<file path="config.mk">
export PLATFORM = sky130hd
export DESIGN_NAME = sac_converter_control
export DESIGN_NICKNAME = d
export VERILOG_FILES = /design/src/verilog/sac_pkg.sv /design/src/verilog/sac_sync.sv /design/src/verilog/sac_converter_control.sv
export VERILOG_INCLUDE_DIRS = /design/src /design/src/verilog
export SDC_FILE = /design/constraint.sdc
export NUM_CORES = 1
export LEC_CHECK = 0
export ABC_CLOCK_PERIOD_IN_PS = 5300
export BUFFER_PORTS_ARGS = -buffer_cell sky130_fd_sc_hd__buf_4
export CAP_MARGIN = 5
export CORE_AREA = 2 2 116 118
export CTS_CLUSTER_DIAMETER = 60
export DETAILED_ROUTE_END_ITERATION = 7
export DIE_AREA = 0 0 118 120
export GPL_ROUTABILITY_DRIVEN = 1
export GPL_TIMING_DRIVEN = 1
export HOLD_SLACK_MARGIN = 0.03
export PLACE_DENSITY = 0.74
export SYNTH_ARGS = -nofsm -noshare
export SYNTH_HDL_FRONTEND = slang
export SYNTH_SLANG_ARGS = --single-unit
</file>
<file path="constraint.sdc">
create_clock -name clock_i -period 5.3 [get_ports clock_i]
set_input_delay 0 -clock clock_i [delete_from_list [all_inputs] [get_ports clock_i]]
set_output_delay 0 -clock clock_i [all_outputs]
set_load 0.1 [all_outputs]
</file>
<file path="src/verilog/sac_defines.svh">
`ifndef SAC_DEFINES_SVH
`define SAC_DEFINES_SVH

// structure of the converter
`define SAC_DATA_W       8
`define SAC_CHANNELS     8
`define SAC_ADDR_W       3
// analog inputs are digital levels in half-LSB units
`define SAC_IN_W         9
`define SAC_SYNC_STAGES  2

// reset values
`define SAC_RESULT_RST   8'h00
`define SAC_APPROX_RST   8'h00
`define SAC_CHAN_RST     3'h0
`define SAC_SELECT_RST   8'h01
`define SAC_DONE_RST     1'b0

`endif

</file>
<file path="src/verilog/sac_pkg.sv">
// types shared by the converter control files
package sac_pkg;

    // conversion phases, gray coded along idle, armed, convert, finish
    typedef enum logic [1:0] {
        SAC_IDLE    = 2'b00,
        SAC_ARMED   = 2'b01,
        SAC_CONVERT = 2'b11,
        SAC_FINISH  = 2'b10
    } sac_state_t;

endpackage

</file>
<file path="src/verilog/sac_sync.sv">
`timescale 1ns/100ps
// multi-stage synchroniser for pins from outside the clock domain
module sac_sync #(
    parameter int WIDTH  = 1,
    parameter int STAGES = 2
) (
    input  wire logic             clock_i,
    input  wire logic             reset_i,
    input  wire logic [WIDTH-1:0] async_i,
    output logic      [WIDTH-1:0] sync_o
);

    // fewer than two stages would not be a synchroniser
    if (STAGES < 2 || WIDTH < 1) begin : g_bad_params
        $error("sac_sync needs at least two stages and one bit");
    end

    logic [STAGES-1:0][WIDTH-1:0] stage_q;  // stage 0 read only by stage 1

    // shift the pins through the stages
    always_ff @(posedge clock_i or posedge reset_i) begin
        if (reset_i) begin
            stage_q <= '0;
        end else begin
            stage_q[0] <= async_i;
            for (int i = 1; i < STAGES; i++) begin
                stage_q[i] <= stage_q[i-1];
            end
        end
    end

    assign sync_o = stage_q[STAGES-1];

endmodule

</file>
<file path="src/verilog/sac_converter_control.sv">
`timescale 1ns/100ps
`include "sac_defines.svh"
// control logic of an 8-bit successive approximation converter with channel selector
module sac_converter_control
    import sac_pkg::*;
#(
    parameter int CHANNELS    = `SAC_CHANNELS,
    parameter int ADDR_W      = `SAC_ADDR_W,
    parameter int DATA_W      = `SAC_DATA_W,
    parameter int IN_W        = `SAC_IN_W,
    parameter int SYNC_STAGES = `SAC_SYNC_STAGES
) (
    input  wire logic                     clock_i,              // 50 mhz system clock
    input  wire logic                     reset_i,              // async, active high
    input  wire logic [ADDR_W-1:0]        channel_address_i,    // bit 2 is line c
    input  wire logic                     address_latch_i,      // latch strobe pin
    input  wire logic                     conversion_trigger_i, // start pin
    input  wire logic                     conversion_clock_i,   // conversion clock pin
    input  wire logic [CHANNELS*IN_W-1:0] analog_inputs_i,      // channel 0 in low bits
    output logic      [DATA_W-1:0]        result_o,             // output data register
    output logic                          conversion_done_o,    // end of conversion
    output logic      [ADDR_W-1:0]        channel_o,            // latched channel code
    output logic      [CHANNELS-1:0]      channel_select_o,     // one-hot decoder output
    output sac_pkg::sac_state_t           phase_o               // conversion phase
);

    import sac_pkg::*;

    // the decoder and the comparator only serve these shapes
    if (CHANNELS != (1 << ADDR_W)) begin : g_bad_channels
        $error("channel count must equal two to the address width");
    end
    if (IN_W != DATA_W + 1 || DATA_W < 2) begin : g_bad_widths
        $error("input width must be result width plus one half-LSB bit");
    end

    localparam int IDX_W  = $clog2(DATA_W);
    localparam int SYNC_W = ADDR_W + 3 + CHANNELS * IN_W;

    localparam logic [IDX_W-1:0]  IDX_MSB  = IDX_W'(DATA_W - 1);  // first bit decided
    localparam logic [IDX_W-1:0]  IDX_LSB  = '0;                  // last bit decided
    localparam logic [DATA_W-1:0] ONE_BIT  = DATA_W'(1);          // mask seed
    localparam logic [IN_W-1:0]   HALF_LSB = IN_W'(1);            // one half-LSB unit

    // pin synchronisation
    // one shared synchroniser keeps every pin aligned to the same edge

    logic [SYNC_W-1:0]        sync_raw;     // all pins after the synchroniser
    logic [ADDR_W-1:0]        addr_s;       // synchronised address lines
    logic                     latch_s;      // synchronised latch strobe
    logic                     trigger_s;    // synchronised start pin
    logic                     cclk_s;       // synchronised conversion clock
    logic [CHANNELS*IN_W-1:0] analog_s;     // synchronised input levels

    // every pin crosses two flip-flops before any logic looks at it
    sac_sync #(
        .WIDTH  (SYNC_W),
        .STAGES (SYNC_STAGES)
    ) u_pin_sync (
        .clock_i (clock_i),
        .reset_i (reset_i),
        .async_i ({channel_address_i, address_latch_i, conversion_trigger_i,
                   conversion_clock_i, analog_inputs_i}),
        .sync_o  (sync_raw)
    );

    // split the synchronised word back into its pins
    assign {addr_s, latch_s, trigger_s, cclk_s, analog_s} = sync_raw;

    // edge detection
    // reset levels match the idle pins, so no false edge follows reset

    logic latch_prev_q;    // strobe one cycle ago
    logic trigger_prev_q;  // start pin one cycle ago
    logic cclk_prev_q;     // conversion clock one cycle ago

    // remember the previous synchronised levels
    always_ff @(posedge clock_i or posedge reset_i) begin
        if (reset_i) begin
            latch_prev_q   <= 1'b0;
            trigger_prev_q <= 1'b0;
            cclk_prev_q    <= 1'b0;
        end else begin
            latch_prev_q   <= latch_s;
            trigger_prev_q <= trigger_s;
            cclk_prev_q    <= cclk_s;
        end
    end

    wire latch_rise   = latch_s & ~latch_prev_q;      // strobe low to high
    wire trigger_rise = trigger_s & ~trigger_prev_q;  // start low to high
    wire trigger_fall = ~trigger_s & trigger_prev_q;  // start high to low
    wire cclk_rise    = cclk_s & ~cclk_prev_q;        // one conversion clock pulse

    // channel address latch and decoder
    // address and strobe pass the same stages, so they stay lined up

    logic [ADDR_W-1:0]   chan_q;     // latched channel code
    logic [CHANNELS-1:0] select_q;   // latched one-hot selection
    logic [CHANNELS-1:0] decode;     // decoder on the live address

    // binary code, line c weighs most, code 0 picks input 0
    for (genvar ch = 0; ch < CHANNELS; ch++) begin : g_decode
        assign decode[ch] = (addr_s == ADDR_W'(ch));
    end

    // capture on the strobe rising edge and hold until the next one
    always_ff @(posedge clock_i or posedge reset_i) begin
        if (reset_i) begin
            chan_q   <= `SAC_CHAN_RST;
            select_q <= `SAC_SELECT_RST;
        end else if (latch_rise) begin
            chan_q   <= addr_s;
            select_q <= decode;
        end
    end

    // level of the selected input, in half-LSB units
    wire [IN_W-1:0] selected_level = analog_s[chan_q*IN_W +: IN_W];

    // trial level and comparator
    // levels sit in half-LSB units, which keeps the comparison exact

    sac_state_t        state_q;     // conversion phase
    sac_state_t        state_d;
    logic [DATA_W-1:0] approx_q;    // approximation register
    logic [DATA_W-1:0] approx_d;
    logic [IDX_W-1:0]  bit_idx_q;   // bit under trial
    logic [IDX_W-1:0]  bit_idx_d;
    logic [DATA_W-1:0] result_q;    // output data register
    logic [DATA_W-1:0] result_d;
    logic              done_q;      // end-of-conversion flag
    logic              done_d;

    // trial code is the decided bits plus the bit under trial
    wire [DATA_W-1:0] bit_mask = ONE_BIT << bit_idx_q;
    wire [DATA_W-1:0] trial    = approx_q | bit_mask;

    // code k begins at k LSB minus half an LSB, so offset by one half unit
    wire [IN_W-1:0] threshold = {trial, 1'b0} - HALF_LSB;

    // keep the trial bit only while its threshold does not exceed the input
    wire keep_bit = (threshold <= selected_level);

    // register value after the current step
    wire [DATA_W-1:0] approx_step = keep_bit ? trial : approx_q;

    // conversion sequencer
    // conversion clock edges are sampled here, never used as a clock

    // next-state logic; a start rising edge overrides every phase
    always_comb begin
        state_d   = state_q;
        approx_d  = approx_q;
        bit_idx_d = bit_idx_q;
        result_d  = result_q;
        done_d    = done_q;
        if (trigger_rise) begin
            // clear and wait for the falling edge, even mid-conversion
            state_d   = SAC_ARMED;
            approx_d  = `SAC_APPROX_RST;
            bit_idx_d = IDX_MSB;
            done_d    = 1'b0;
        end else begin
            unique case (state_q)
                SAC_IDLE: begin
                    // holding the last result; done high after a conversion, low after reset
                end
                SAC_ARMED: begin
                    // approximation begins only when the pulse ends
                    if (trigger_fall) begin
                        state_d   = SAC_CONVERT;
                        bit_idx_d = IDX_MSB;
                    end
                end
                SAC_CONVERT: begin
                    // one bit decided per conversion clock, MSB first
                    if (cclk_rise) begin
                        approx_d = approx_step;
                        if (bit_idx_q == IDX_LSB) begin
                            // eighth step: load the data register now
                            result_d = approx_step;
                            state_d  = SAC_FINISH;
                        end else begin
                            bit_idx_d = bit_idx_q - IDX_W'(1);
                        end
                    end
                end
                SAC_FINISH: begin
                    // done rises one conversion clock after the load
                    if (cclk_rise) begin
                        done_d  = 1'b1;
                        state_d = SAC_IDLE;
                    end
                end
            endcase
        end
    end

    // sequencer registers
    always_ff @(posedge clock_i or posedge reset_i) begin
        if (reset_i) begin
            state_q   <= SAC_IDLE;
            approx_q  <= `SAC_APPROX_RST;
            bit_idx_q <= '0;
            result_q  <= `SAC_RESULT_RST;
            done_q    <= `SAC_DONE_RST;
        end else begin
            state_q   <= state_d;
            approx_q  <= approx_d;
            bit_idx_q <= bit_idx_d;
            result_q  <= result_d;
            done_q    <= done_d;
        end
    end

    // outputs, each straight from a flip-flop
    // no output depends on a live pin, so none can glitch

    // result bits high mean one: positive-true binary
    assign result_o          = result_q;
    assign conversion_done_o = done_q;
    assign channel_o         = chan_q;
    assign channel_select_o  = select_q;
    assign phase_o           = state_q;

endmodule

</file>
# == Yosys cells after proc, flatten, opt, wreduce, memory -nomap -nowiden ==
# Index checks and enable logic that the tools add are counted.
# word_totals
ff_bits,192
in_bits,80
elab_cells,73
# op_classes
n_addsub,2
mul,1
order_cmp,1
eq_ne,15
shifts,2
muxes,18
n_bitwise,10
n_reduce_logical,12
# ops
cell,n
72-bit by 8-bit variable part select with 9-bit output,1
8-bit two-way mux,4
3-bit != test (second input constant),5
3-bit equality test (second input constant),4
3-bit two-way mux,4
2-bit two-way mux,5
9-bit less-or-equal comparator,1
9-bit by 1-bit subtractor with 9-bit output (second input constant),1
8-bit OR,1
4-bit AND reduction,2
1-bit by 3-bit << shifter with 8-bit output (first input constant),1
3-bit by 4-bit multiplier with 7-bit output (second input constant),1
3-bit by 2-bit equality test with 1-bit output (second input constant),2
3-bit zero test,2
2-bit case mux with 3 select lines,1
3-bit case mux with 2 select lines,1
2-bit nonzero test,3
1-bit NOT,5
5-bit AND reduction,1
1-bit bitwise AND,4
2-bit equality test (second input constant),2
2-bit AND reduction,2
4-bit nonzero test,1
3-bit by 1-bit equality test with 1-bit output (second input constant),1
4 further kinds,6

# == Longest topological paths before layout ==
# Gate-level depths: netlist (run 1).
# depth
word_depth,8
depth_mapped,15
ltp_nobuf,14

# == Hierarchy ==
# Synthesis (run 1) repeated with hierarchy kept, for this count alone.
# hier_totals
hier_cells,481
area_unflattened_um2,7065.5
# modules_own_cells
mod,instances,cells_per_inst,area_per_inst_um2,seq_area_each_um2
sac_sync,1,235,4493.1,3903.7
sac_converter_control,1,246,2572.5,902.1

# == Least setup slack after synthesis (run 1) ==
# OpenSTA, ideal clock, no wires.
# synth_path
kind,register to register
from,register chan_q[0] (netlist: channel_o[0])
to,register approx_q[1]
t_arrival_ps,3185
required_time_ps,5199
slack_ps,2014
path_stages_with_launch,12
period_less_slack_ps,3286
path_cell_list,dfrtp_1 > buf_6 > buf_2 > mux4_2 > mux2i_1 > ha_1 > o21ai_0 > a21oi_1 > a21oi_1 > a21oi_2 > buf_6 > o32ai_1
# synth_between
elab_chain_cells,7
# synth_rtl
element,line_no,rtl
"start, declared",sac_converter_control.sv:98,logic [ADDR_W-1:0] chan_q;
"start signal, assigned",sac_converter_control.sv:110,chan_q <= `SAC_CHAN_RST;
"start signal, assigned",sac_converter_control.sv:113,chan_q <= addr_s;
3-bit by 4-bit multiplier with 7-bit output,sac_converter_control.sv:119,wire [IN_W-1:0] selected_level = analog_s[chan_q*IN_W +: IN_W];
72-bit by 8-bit variable part select with 9-bit output,sac_converter_control.sv:119,
9-bit less-or-equal comparator,sac_converter_control.sv:143,wire keep_bit = (threshold <= selected_level);
8-bit two-way mux,sac_converter_control.sv:146,wire [DATA_W-1:0] approx_step = keep_bit ? trial : approx_q;
8-bit two-way mux,sac_converter_control.sv:178,if (cclk_rise) begin
8-bit two-way mux,sac_converter_control.sv:165,unique case (state_q)
8-bit two-way mux,sac_converter_control.sv:158,if (trigger_rise) begin
"end signal, assigned",sac_converter_control.sv:204,approx_q <= `SAC_APPROX_RST;
"end signal, assigned",sac_converter_control.sv:210,approx_q <= approx_d;
"end, declared",sac_converter_control.sv:126,logic [DATA_W-1:0] approx_q;
# No other way between the ends. The select of a mux whose other input is x is not followed.
# A chain may end at the register's enable or synchronous reset.

# == Worst setup path in the final report (run 1) ==
# layout_path
from,register bit_idx_q[0]
to,register approx_q[4]
# layout_between
elab_chain_cells,8
# layout_rtl
element,line_no,rtl
"start, declared",sac_converter_control.sv:128,logic [IDX_W-1:0] bit_idx_q;
"start signal, assigned",sac_converter_control.sv:211,bit_idx_q <= bit_idx_d;
1-bit by 3-bit << shifter with 8-bit output (*),sac_converter_control.sv:136,wire [DATA_W-1:0] bit_mask = ONE_BIT << bit_idx_q;
8-bit OR (*),sac_converter_control.sv:137,wire [DATA_W-1:0] trial = approx_q | bit_mask;
9-bit by 1-bit subtractor with 9-bit output,sac_converter_control.sv:140,"wire [IN_W-1:0] threshold = {trial, 1'b0} - HALF_LSB;"
9-bit less-or-equal comparator,sac_converter_control.sv:143,
8-bit two-way mux (*),sac_converter_control.sv:146,
8-bit two-way mux (*),sac_converter_control.sv:178,
8-bit two-way mux (*),sac_converter_control.sv:165,
8-bit two-way mux (*),sac_converter_control.sv:158,
# Mark *: on every way between the ends. The rest lies on a longest branch, timed or not. The select of a mux whose other input is x is not followed.

==> impl_metrics.ini, run 1 <==
[cells_and_area]
finalNonFillerCells = 763
nets = 673
fin_area_sq_mm = 0.00874
nFillCells = 858
drive_gt1_share_pct = 27.1
area_delta_synth_final_pct = 37.2
diodes = 0

[global_route]
overflow = 0
grt_use_total_pct = 19.3
antenna_found_initial = 0
grt_pass1_vias = 4099
grt_pass1_wl_um = 20700
grt_max_degree = 126

[routing]
routed_wl_um = 12600
vias = 3695
drt_iter0_drc = 239
final_antenna_net_count = 0
viasPerCell = 4.84
drtPass1Iterations = 4
wl_per_cell_um = 16.5
drc_errors = 0

[timing]
rsz0062_at_grt = false
period_minus_slack_ns = 3.29
fin_crit_sh_pct = 62.0
fin_ws_ns = 2.01
fmax_mhz = 304
maxSlewViolCount = 0
slew_headroom_pct = 30.6
setup_viol_count_final = 0
setup_tns_ns = 0
hold_violations = 0
finalClockSkew_ns = 0.00872
worst_pin_slew_ns = 1.04

[hold_path]
hold_class = in2reg

[setup_path]
cpMostUsedCell = ha_1
arrival_ns = 3.56
critPathKind = reg2reg
crit_fanout = 12
cp-start-kind = register
endpoint_kind = register
crit_chain = inv_1 -> ha_1 -> nor2b_1 -> nor2_1 -> ha_1 -> o2111ai_1 -> nor2_1 -> xnor2_1 -> ha_1 -> nand4_1 -> a21oi_1 -> a21oi_1 -> a21oi_2 -> o32ai_1
required_ns = 5.57
slowest_delay_ns = 0.46
cpMaxStageDelayCell = a21oi_2

[yosys]
synthCells = 385
synth_area_sq_mm = 0.00637
yosysSeqAreaShare_pct = 75.4
syn_nets = 484
yosysWarnings = 0
synthAdderAreaFrac_pct = 3.73
yosys.area.top_type = dfrtp_1
synth.area.mux_share_pct = 8.74
avgSynthCellArea_sq_um = 16.5
synth_compound_area_share_pct = 5.70
synth_top_area_share_pct = 75.0
synth_seq_cells = 192
synth_xor_area_share_pct = 0.825
ys_types = 36
synth_area_leaders = dfrtp_1 (75%), mux4_2 (6.4%), ha_1 (3.7%)
synth_top_family_by_area = multiplexers
synthSimpleGateAreaFrac_pct = 3.34

[floorplan]
die_w_um = 118
die-area_sq_mm = 0.0142
initial_core_util_pct = 49.1
core-area_sq_mm = 0.0130
num_rows = 42
pin_count = 102
fp.dieH_um = 120

[power]
total_power_mw = 3.60
p_per_area_mw_per_mm2 = 412
internal_power_mw = 2.57
pwr-share-clk_pct = 37.6
netSwitchingFraction_pct = 28.6
p_comb_share_pct = 17.7
p_leak_nw = 4.03
ir_drop_v = 0.000249
power_switching_mw = 1.03
p_seq_share_pct = 44.7

[placement]
place.port_buffers = 101
place_congestion = 0.838
hpwl_um = 7240
place_inst = 652
dp_slack_ns = 2.06
dpl_cell_area_sq_mm = 0.00731

[cts]
cts-root-buf = clkbuf_16
clock_sinks = 192
insertion_delay_ns = 0.42
cts_resized = 0
htreeDepth = 4
hold_buffers = 79
cts_tree = yes
postCtsSetupBuffers = 0
clockBufferDepth = 2
cts_buffers = 17
clkTransAtPathRegs_ns = 0.07

[status]
status = finished clean

[flow_run]
cap_violations = 0
## final timing paths
| check | startpoint | cells after the start | slack, ns | end |
|---|---|---|---|---|
| setup / recovery | bit_idx_q[0] | 14 | 2.01 | approx_q[4] |
| hold / removal | analog_inputs_i[25] | 2 | 0.22 | u_pin_sync.stage_q[25] |
| setup reg to reg | bit_idx_q[0] | 14 | 2.01 | approx_q[4] |
| hold reg to reg | u_pin_sync.stage_q[47] | 0 | 0.34 | u_pin_sync.sync_o[47] |
| max in group asynchronous | reset_i | 4 | 3.51 | u_pin_sync.sync_o[13] |
| min in group asynchronous | reset_i | 3 | 0.38 | u_pin_sync.sync_o[72] |
## logic make-up after synthesis
family / after synthesis
flip-flops: 192
AO/OA/AOI/OAI: 54
buffers and inverters: 33
adder cells (fa/ha/maj): 19
XOR/XNOR: 6
AND/OR/NAND/NOR: 48
multiplexers: 33
## cell type report
class	instances	area [sq um]	area share, %
flip-flops and latches	192	4810	55.0
repair buffers	182	1560	17.9
multi-input cells	160	1420	16.3
clock buffers	17	425	4.87
well taps	176	220	2.52
clock inverters	15	216	2.48
inverters	21	83.8	0.959
## critical path: cells and delay by family (launching register included)
kind | cells | cell delay (ns)
flip-flops | 1 | 0.40
XOR/XNOR | 1 | 0.14
AO/OA/AOI/OAI | 5 | 1.02
adder cells (fa/ha/maj) | 3 | 0.77
buffers and inverters | 1 | 0.14
AND/OR/NAND/NOR | 4 | 0.67
## stage by stage
stage / utilization (%) / hold slack, ns
global route: 67.3 / 0.212
detailed placement: 56.3 / 0.111
CTS: 67.3 / 0.204
floorplan: - / 0.0314
global placement: 56.3 / 0.109
finish: 67.3 / 0.223
## Yosys cell counts, drive strengths merged
| cell type | instances |
|---|---|
| ha | 19 |
| buf | 6 |
| mux2 | 1 |
| nand3 | 3 |
| clkbuf | 6 |
| mux4 | 18 |
| o2111a | 1 |
| nor4 | 1 |
| a22oi | 2 |
| o2111ai | 1 |
| nor2b | 3 |
| o22ai | 2 |
| xnor2 | 4 |
| a31o | 1 |
| nand2b | 2 |
| nand4 | 2 |
| dfrtp | 191 |
| a22o | 2 |
| nand2 | 22 |
| nor2 | 12 |
| o32ai | 7 |
| nor3 | 3 |
| dfstp | 1 |
| o21ai | 12 |
| a31oi | 1 |
| inv | 21 |
| a21oi | 14 |
| a21o | 1 |
| o31ai | 6 |
| xor2 | 2 |
| mux2i | 14 |
| o41ai | 4 |
## routing by layer
metal	global-route usage (%)	share of wire (%)	up-vias
met2	34.2	55	85
met4	7.45	1.5	0
met5	0	0	-
met1	22.9	40	1882
li1	-	-	1714
met3	4.66	3.8	14
## registers in the layout, indices dropped and copies added, names as in the netlist
| name | cells |
|---|---|
| trigger_prev_q | 1 |
| cclk_prev_q | 1 |
| u_pin_sync.sync_o | 78 |
| result_o | 8 |
| u_pin_sync.stage_q | 78 |
| channel_select_o | 8 |
| conversion_done_o | 1 |
| approx_q | 8 |
| channel_o | 3 |
| phase_o | 2 |
| bit_idx_q | 3 |
| latch_prev_q | 1 |
## power groups by stage
stage,sequential (mW),combinational [mW],clock (mW)
final,1.61,0.638,1.35
after global routing,1.62,0.700,1.44
after CTS,1.61,0.638,1.37
after detailed placement,1.64,0.587,0
after global placement,1.63,0.575,0
after floorplan,1.73,0.351,0
## layout by cell type (no fill, tap or decap), drive strengths merged, types with 6 or more instances in the layout
cell | synthesis | layout
o21ai | 12 | 12
dlygate4sd3 | 0 | 79
buf | 6 | 103
a21oi | 14 | 14
o32ai | 7 | 7
nand2 | 22 | 22
ha | 19 | 19
inv | 21 | 27
dfrtp | 191 | 191
mux2i | 14 | 14
clkbuf | 6 | 17
o31ai | 6 | 6
mux4 | 18 | 18
nor2 | 12 | 12
No activity file was read; power rests on OpenSTA's default activity.
==> inputs of run 2 (changes only) <==
--- a/config.mk
+++ b/config.mk
@@ -6,7 +6,7 @@
 export SDC_FILE = /design/constraint.sdc
 export NUM_CORES = 1
 export LEC_CHECK = 0
-export ABC_CLOCK_PERIOD_IN_PS = 5300
+export ABC_CLOCK_PERIOD_IN_PS = 2950
 export BUFFER_PORTS_ARGS = -buffer_cell sky130_fd_sc_hd__buf_4
 export CAP_MARGIN = 5
 export CORE_AREA = 2 2 116 118
==> constraint.sdc (replaced) <==
create_clock -name clock_i -period 2.95 [get_ports clock_i]
set_input_delay 0 -clock clock_i [delete_from_list [all_inputs] [get_ports clock_i]]
set_output_delay 0 -clock clock_i [all_outputs]
set_load 0.1 [all_outputs]
==> run 2 against run 1 <==
Net effect:
- final cell count is 2.4% higher
- global-route usage is 0.87 points higher
- die area unchanged
- critical endpoint is now approx_q[6]
- highest routed layer unchanged
- fmax increased by 20%
- combinational power grew 110%
- largest power group unchanged
- wire length rose by 7.3%
- clock-buffer cell count grew 1
- sequential share of layout area down 1.2 points
- clock power is 65% higher
- non-clock buffer count is 18 higher
- sequential cell count unchanged
==> impl_metrics.ini, run 2 (same netlist as run 1, synthesis figures left out) <==
[hold_path]
hold_class = in2reg
min_from = analog_inputs_i[9]
hold-path-endpoint = u_pin_sync.stage_q[9]
hold_depth = 2

[cells_and_area]
mostFrequentLayoutCells = dfrtp_1 (189), buf_4 (118), dlygate4sd3_1 (79)
finalNonFillerCells = 781
final_common_cell = dfrtp_1
nFillCells = 810
nets = 691
final_util_pct = 68.8
area_delta_synth_final_pct = 40.2
drive_gt1_share_pct = 32.1
diodes = 0

[global_route]
antenna_found_initial = 0
grt_pass1_vias = 4175
grt_use_total_pct = 20.2
grt_pass1_wl_um = 21400
grt_max_degree = 193
overflow = 0

[setup_path]
slowest_delay_ns = 0.38
crit_chain = inv_1 -> ha_2 -> nor2b_4 -> nor2_4 -> ha_4 -> buf_4 -> xnor2_1 -> ha_1 -> o21ai_1 -> a21oi_2 -> a21oi_1 -> a21oi_2 -> buf_6 -> o32ai_1
critPathKind = reg2reg
crit_fanout = 6
cp-start-kind = register
r2r.worst_path.cells = 14
endpoint_kind = register
cpMostUsedCell = a21oi_2
reg2reg_from = bit_idx_q[1]
required_ns = 3.26
reg2reg_to = approx_q[6]
cpMaxStageDelayCell = dfrtp_1
rrSetupSlack_ns = 0.21
arrival_ns = 3.05

[placement]
hpwl_um = 7030
place.port_buffers = 101
place_inst = 663
place_congestion = 0.876

[floorplan]
fp.dieH_um = 120
core-area_sq_mm = 0.0130
num_rows = 42
die_w_um = 118
pin_count = 102
initial_core_util_pct = 49.1
die-area_sq_mm = 0.0142

[timing]
worst_pin_slew_ns = 0.934
setup_viol_count_final = 0
maxSlewViolCount = 0
period_minus_slack_ns = 2.74
rsz0062_at_grt = false
fin_crit_sh_pct = 92.8
hold_violations = 0
slew_headroom_pct = 37.7
fmax_mhz = 365
finalClockSkew_ns = 0.00891

[power]
netSwitchingFraction_pct = 29.2
ir_drop_v = 0.000432
pwr-share-clk_pct = 34.5
p_leak_nw = 4.12
p_per_area_mw_per_mm2 = 724
power_switching_mw = 1.89
p_seq_share_pct = 44.5
p_comb_share_pct = 21.0
internal_power_mw = 4.57

[routing]
routed.top_layer = met4
drtPass1Iterations = 4
drc_errors = 0
wl_met2_um = 7550
vias = 3790
wl_per_cell_um = 17.3
routed_wl_um = 13500
wl_met1_um = 5220
wl_met3_um = 429
viasPerCell = 4.85
drt_iter0_drc = 250
final_antenna_net_count = 0

[cts]
htreeDepth = 4
cts_buffers = 17
insertion_delay_ns = 0.41
cts-root-buf = clkbuf_16
clkTransAtPathRegs_ns = 0.07
cts_tree = yes
clock_sinks = 192
clockBufferDepth = 2

[status]
status = finished clean

[flow_run]
cap_violations = 0
-- run 2: what timing repair did --
item / 4_1_cts / 5_1_grt
cloned: 0 / 1
hold buffers: 79 / 0
hold endpoints to repair: 269 / 0
resized for setup: 2 / 23
endpoints found under the setup margin: 12 / 12
pin swaps: 1 / 8
buffers inserted: 0 / 6
-- run 2: worst max-delay path, delay by kind of cell, from the launching register on --
family,cells,cell delay [ns]
fa+ha+maj,3,0.69
buf+inv,3,0.40
flops,1,0.38
compound gates,5,0.78
simple gates,2,0.27
xor+xnor,1,0.12
-- run 2: cell type report --
type | instances | area (sq um) | share of cell area [%]
well taps | 176 | 220 | 2.47
clock buffers | 18 | 439 | 4.92
repair buffers | 200 | 1720 | 19.2
clock inverters | 14 | 143 | 1.60
inverters | 21 | 82.6 | 0.924
flip-flops and latches | 192 | 4810 | 53.8
multi-input cells | 160 | 1520 | 17.0
-- run 2: power groups by stage --
stage / logic [mW] / registers, mW / clock network [mW]
6_report: 1.36 / 2.88 / 2.23
3_3_place_gp: 1.12 / 2.92 / 0
5_1_grt: 1.48 / 2.89 / 2.39
2_1_floorplan: 0.632 / 3.11 / 0
3_5_place_dp: 1.13 / 2.93 / 0
4_1_cts: 1.22 / 2.88 / 2.26
-- run 2: worst max-delay path by stage --
stage | startpoint | endpoint | slack, ns | cells past startpoint
finish | bit_idx_q[1] | approx_q[6] | 0.21 | 14
global route | bit_idx_q[0] | approx_q[7] | 0.01 | 15
detailed placement | bit_idx_q[0] | approx_q[1] | -0.08 | 15
floorplan | channel_o[0] | approx_q[1] | 0.04 | 11
global placement | bit_idx_q[0] | approx_q[3] | 0.09 | 15
CTS | bit_idx_q[0] | approx_q[1] | 0.002 | 15
-- run 2: routing by layer --
metal | global-route usage, % | vias up
li1 | - | 1751
met1 | 22.6 | 1923
met2 | 37.9 | 93
met3 | 4.42 | 23
met4 | 7.15 | 0
met5 | 0 | -
-- run 2: stage by stage --
step | power, mW | hold slack [ns] | setup TNS (ns) | cell area (sq um) | worst slack [ns]
after floorplan | 3.75 | 0.0314 | 0 | 6380 | 0.0352
after global placement | 4.03 | 0.109 | 0 | 7400 | 0.0893
after detailed placement | 4.05 | 0.110 | -0.636 | 7400 | -0.0810
after CTS | 6.36 | 0.214 | 0 | 8780 | 0.00215
after global routing | 6.76 | 0.216 | 0 | 8930 | 0.0117
final | 6.46 | 0.230 | 0 | 8930 | 0.213
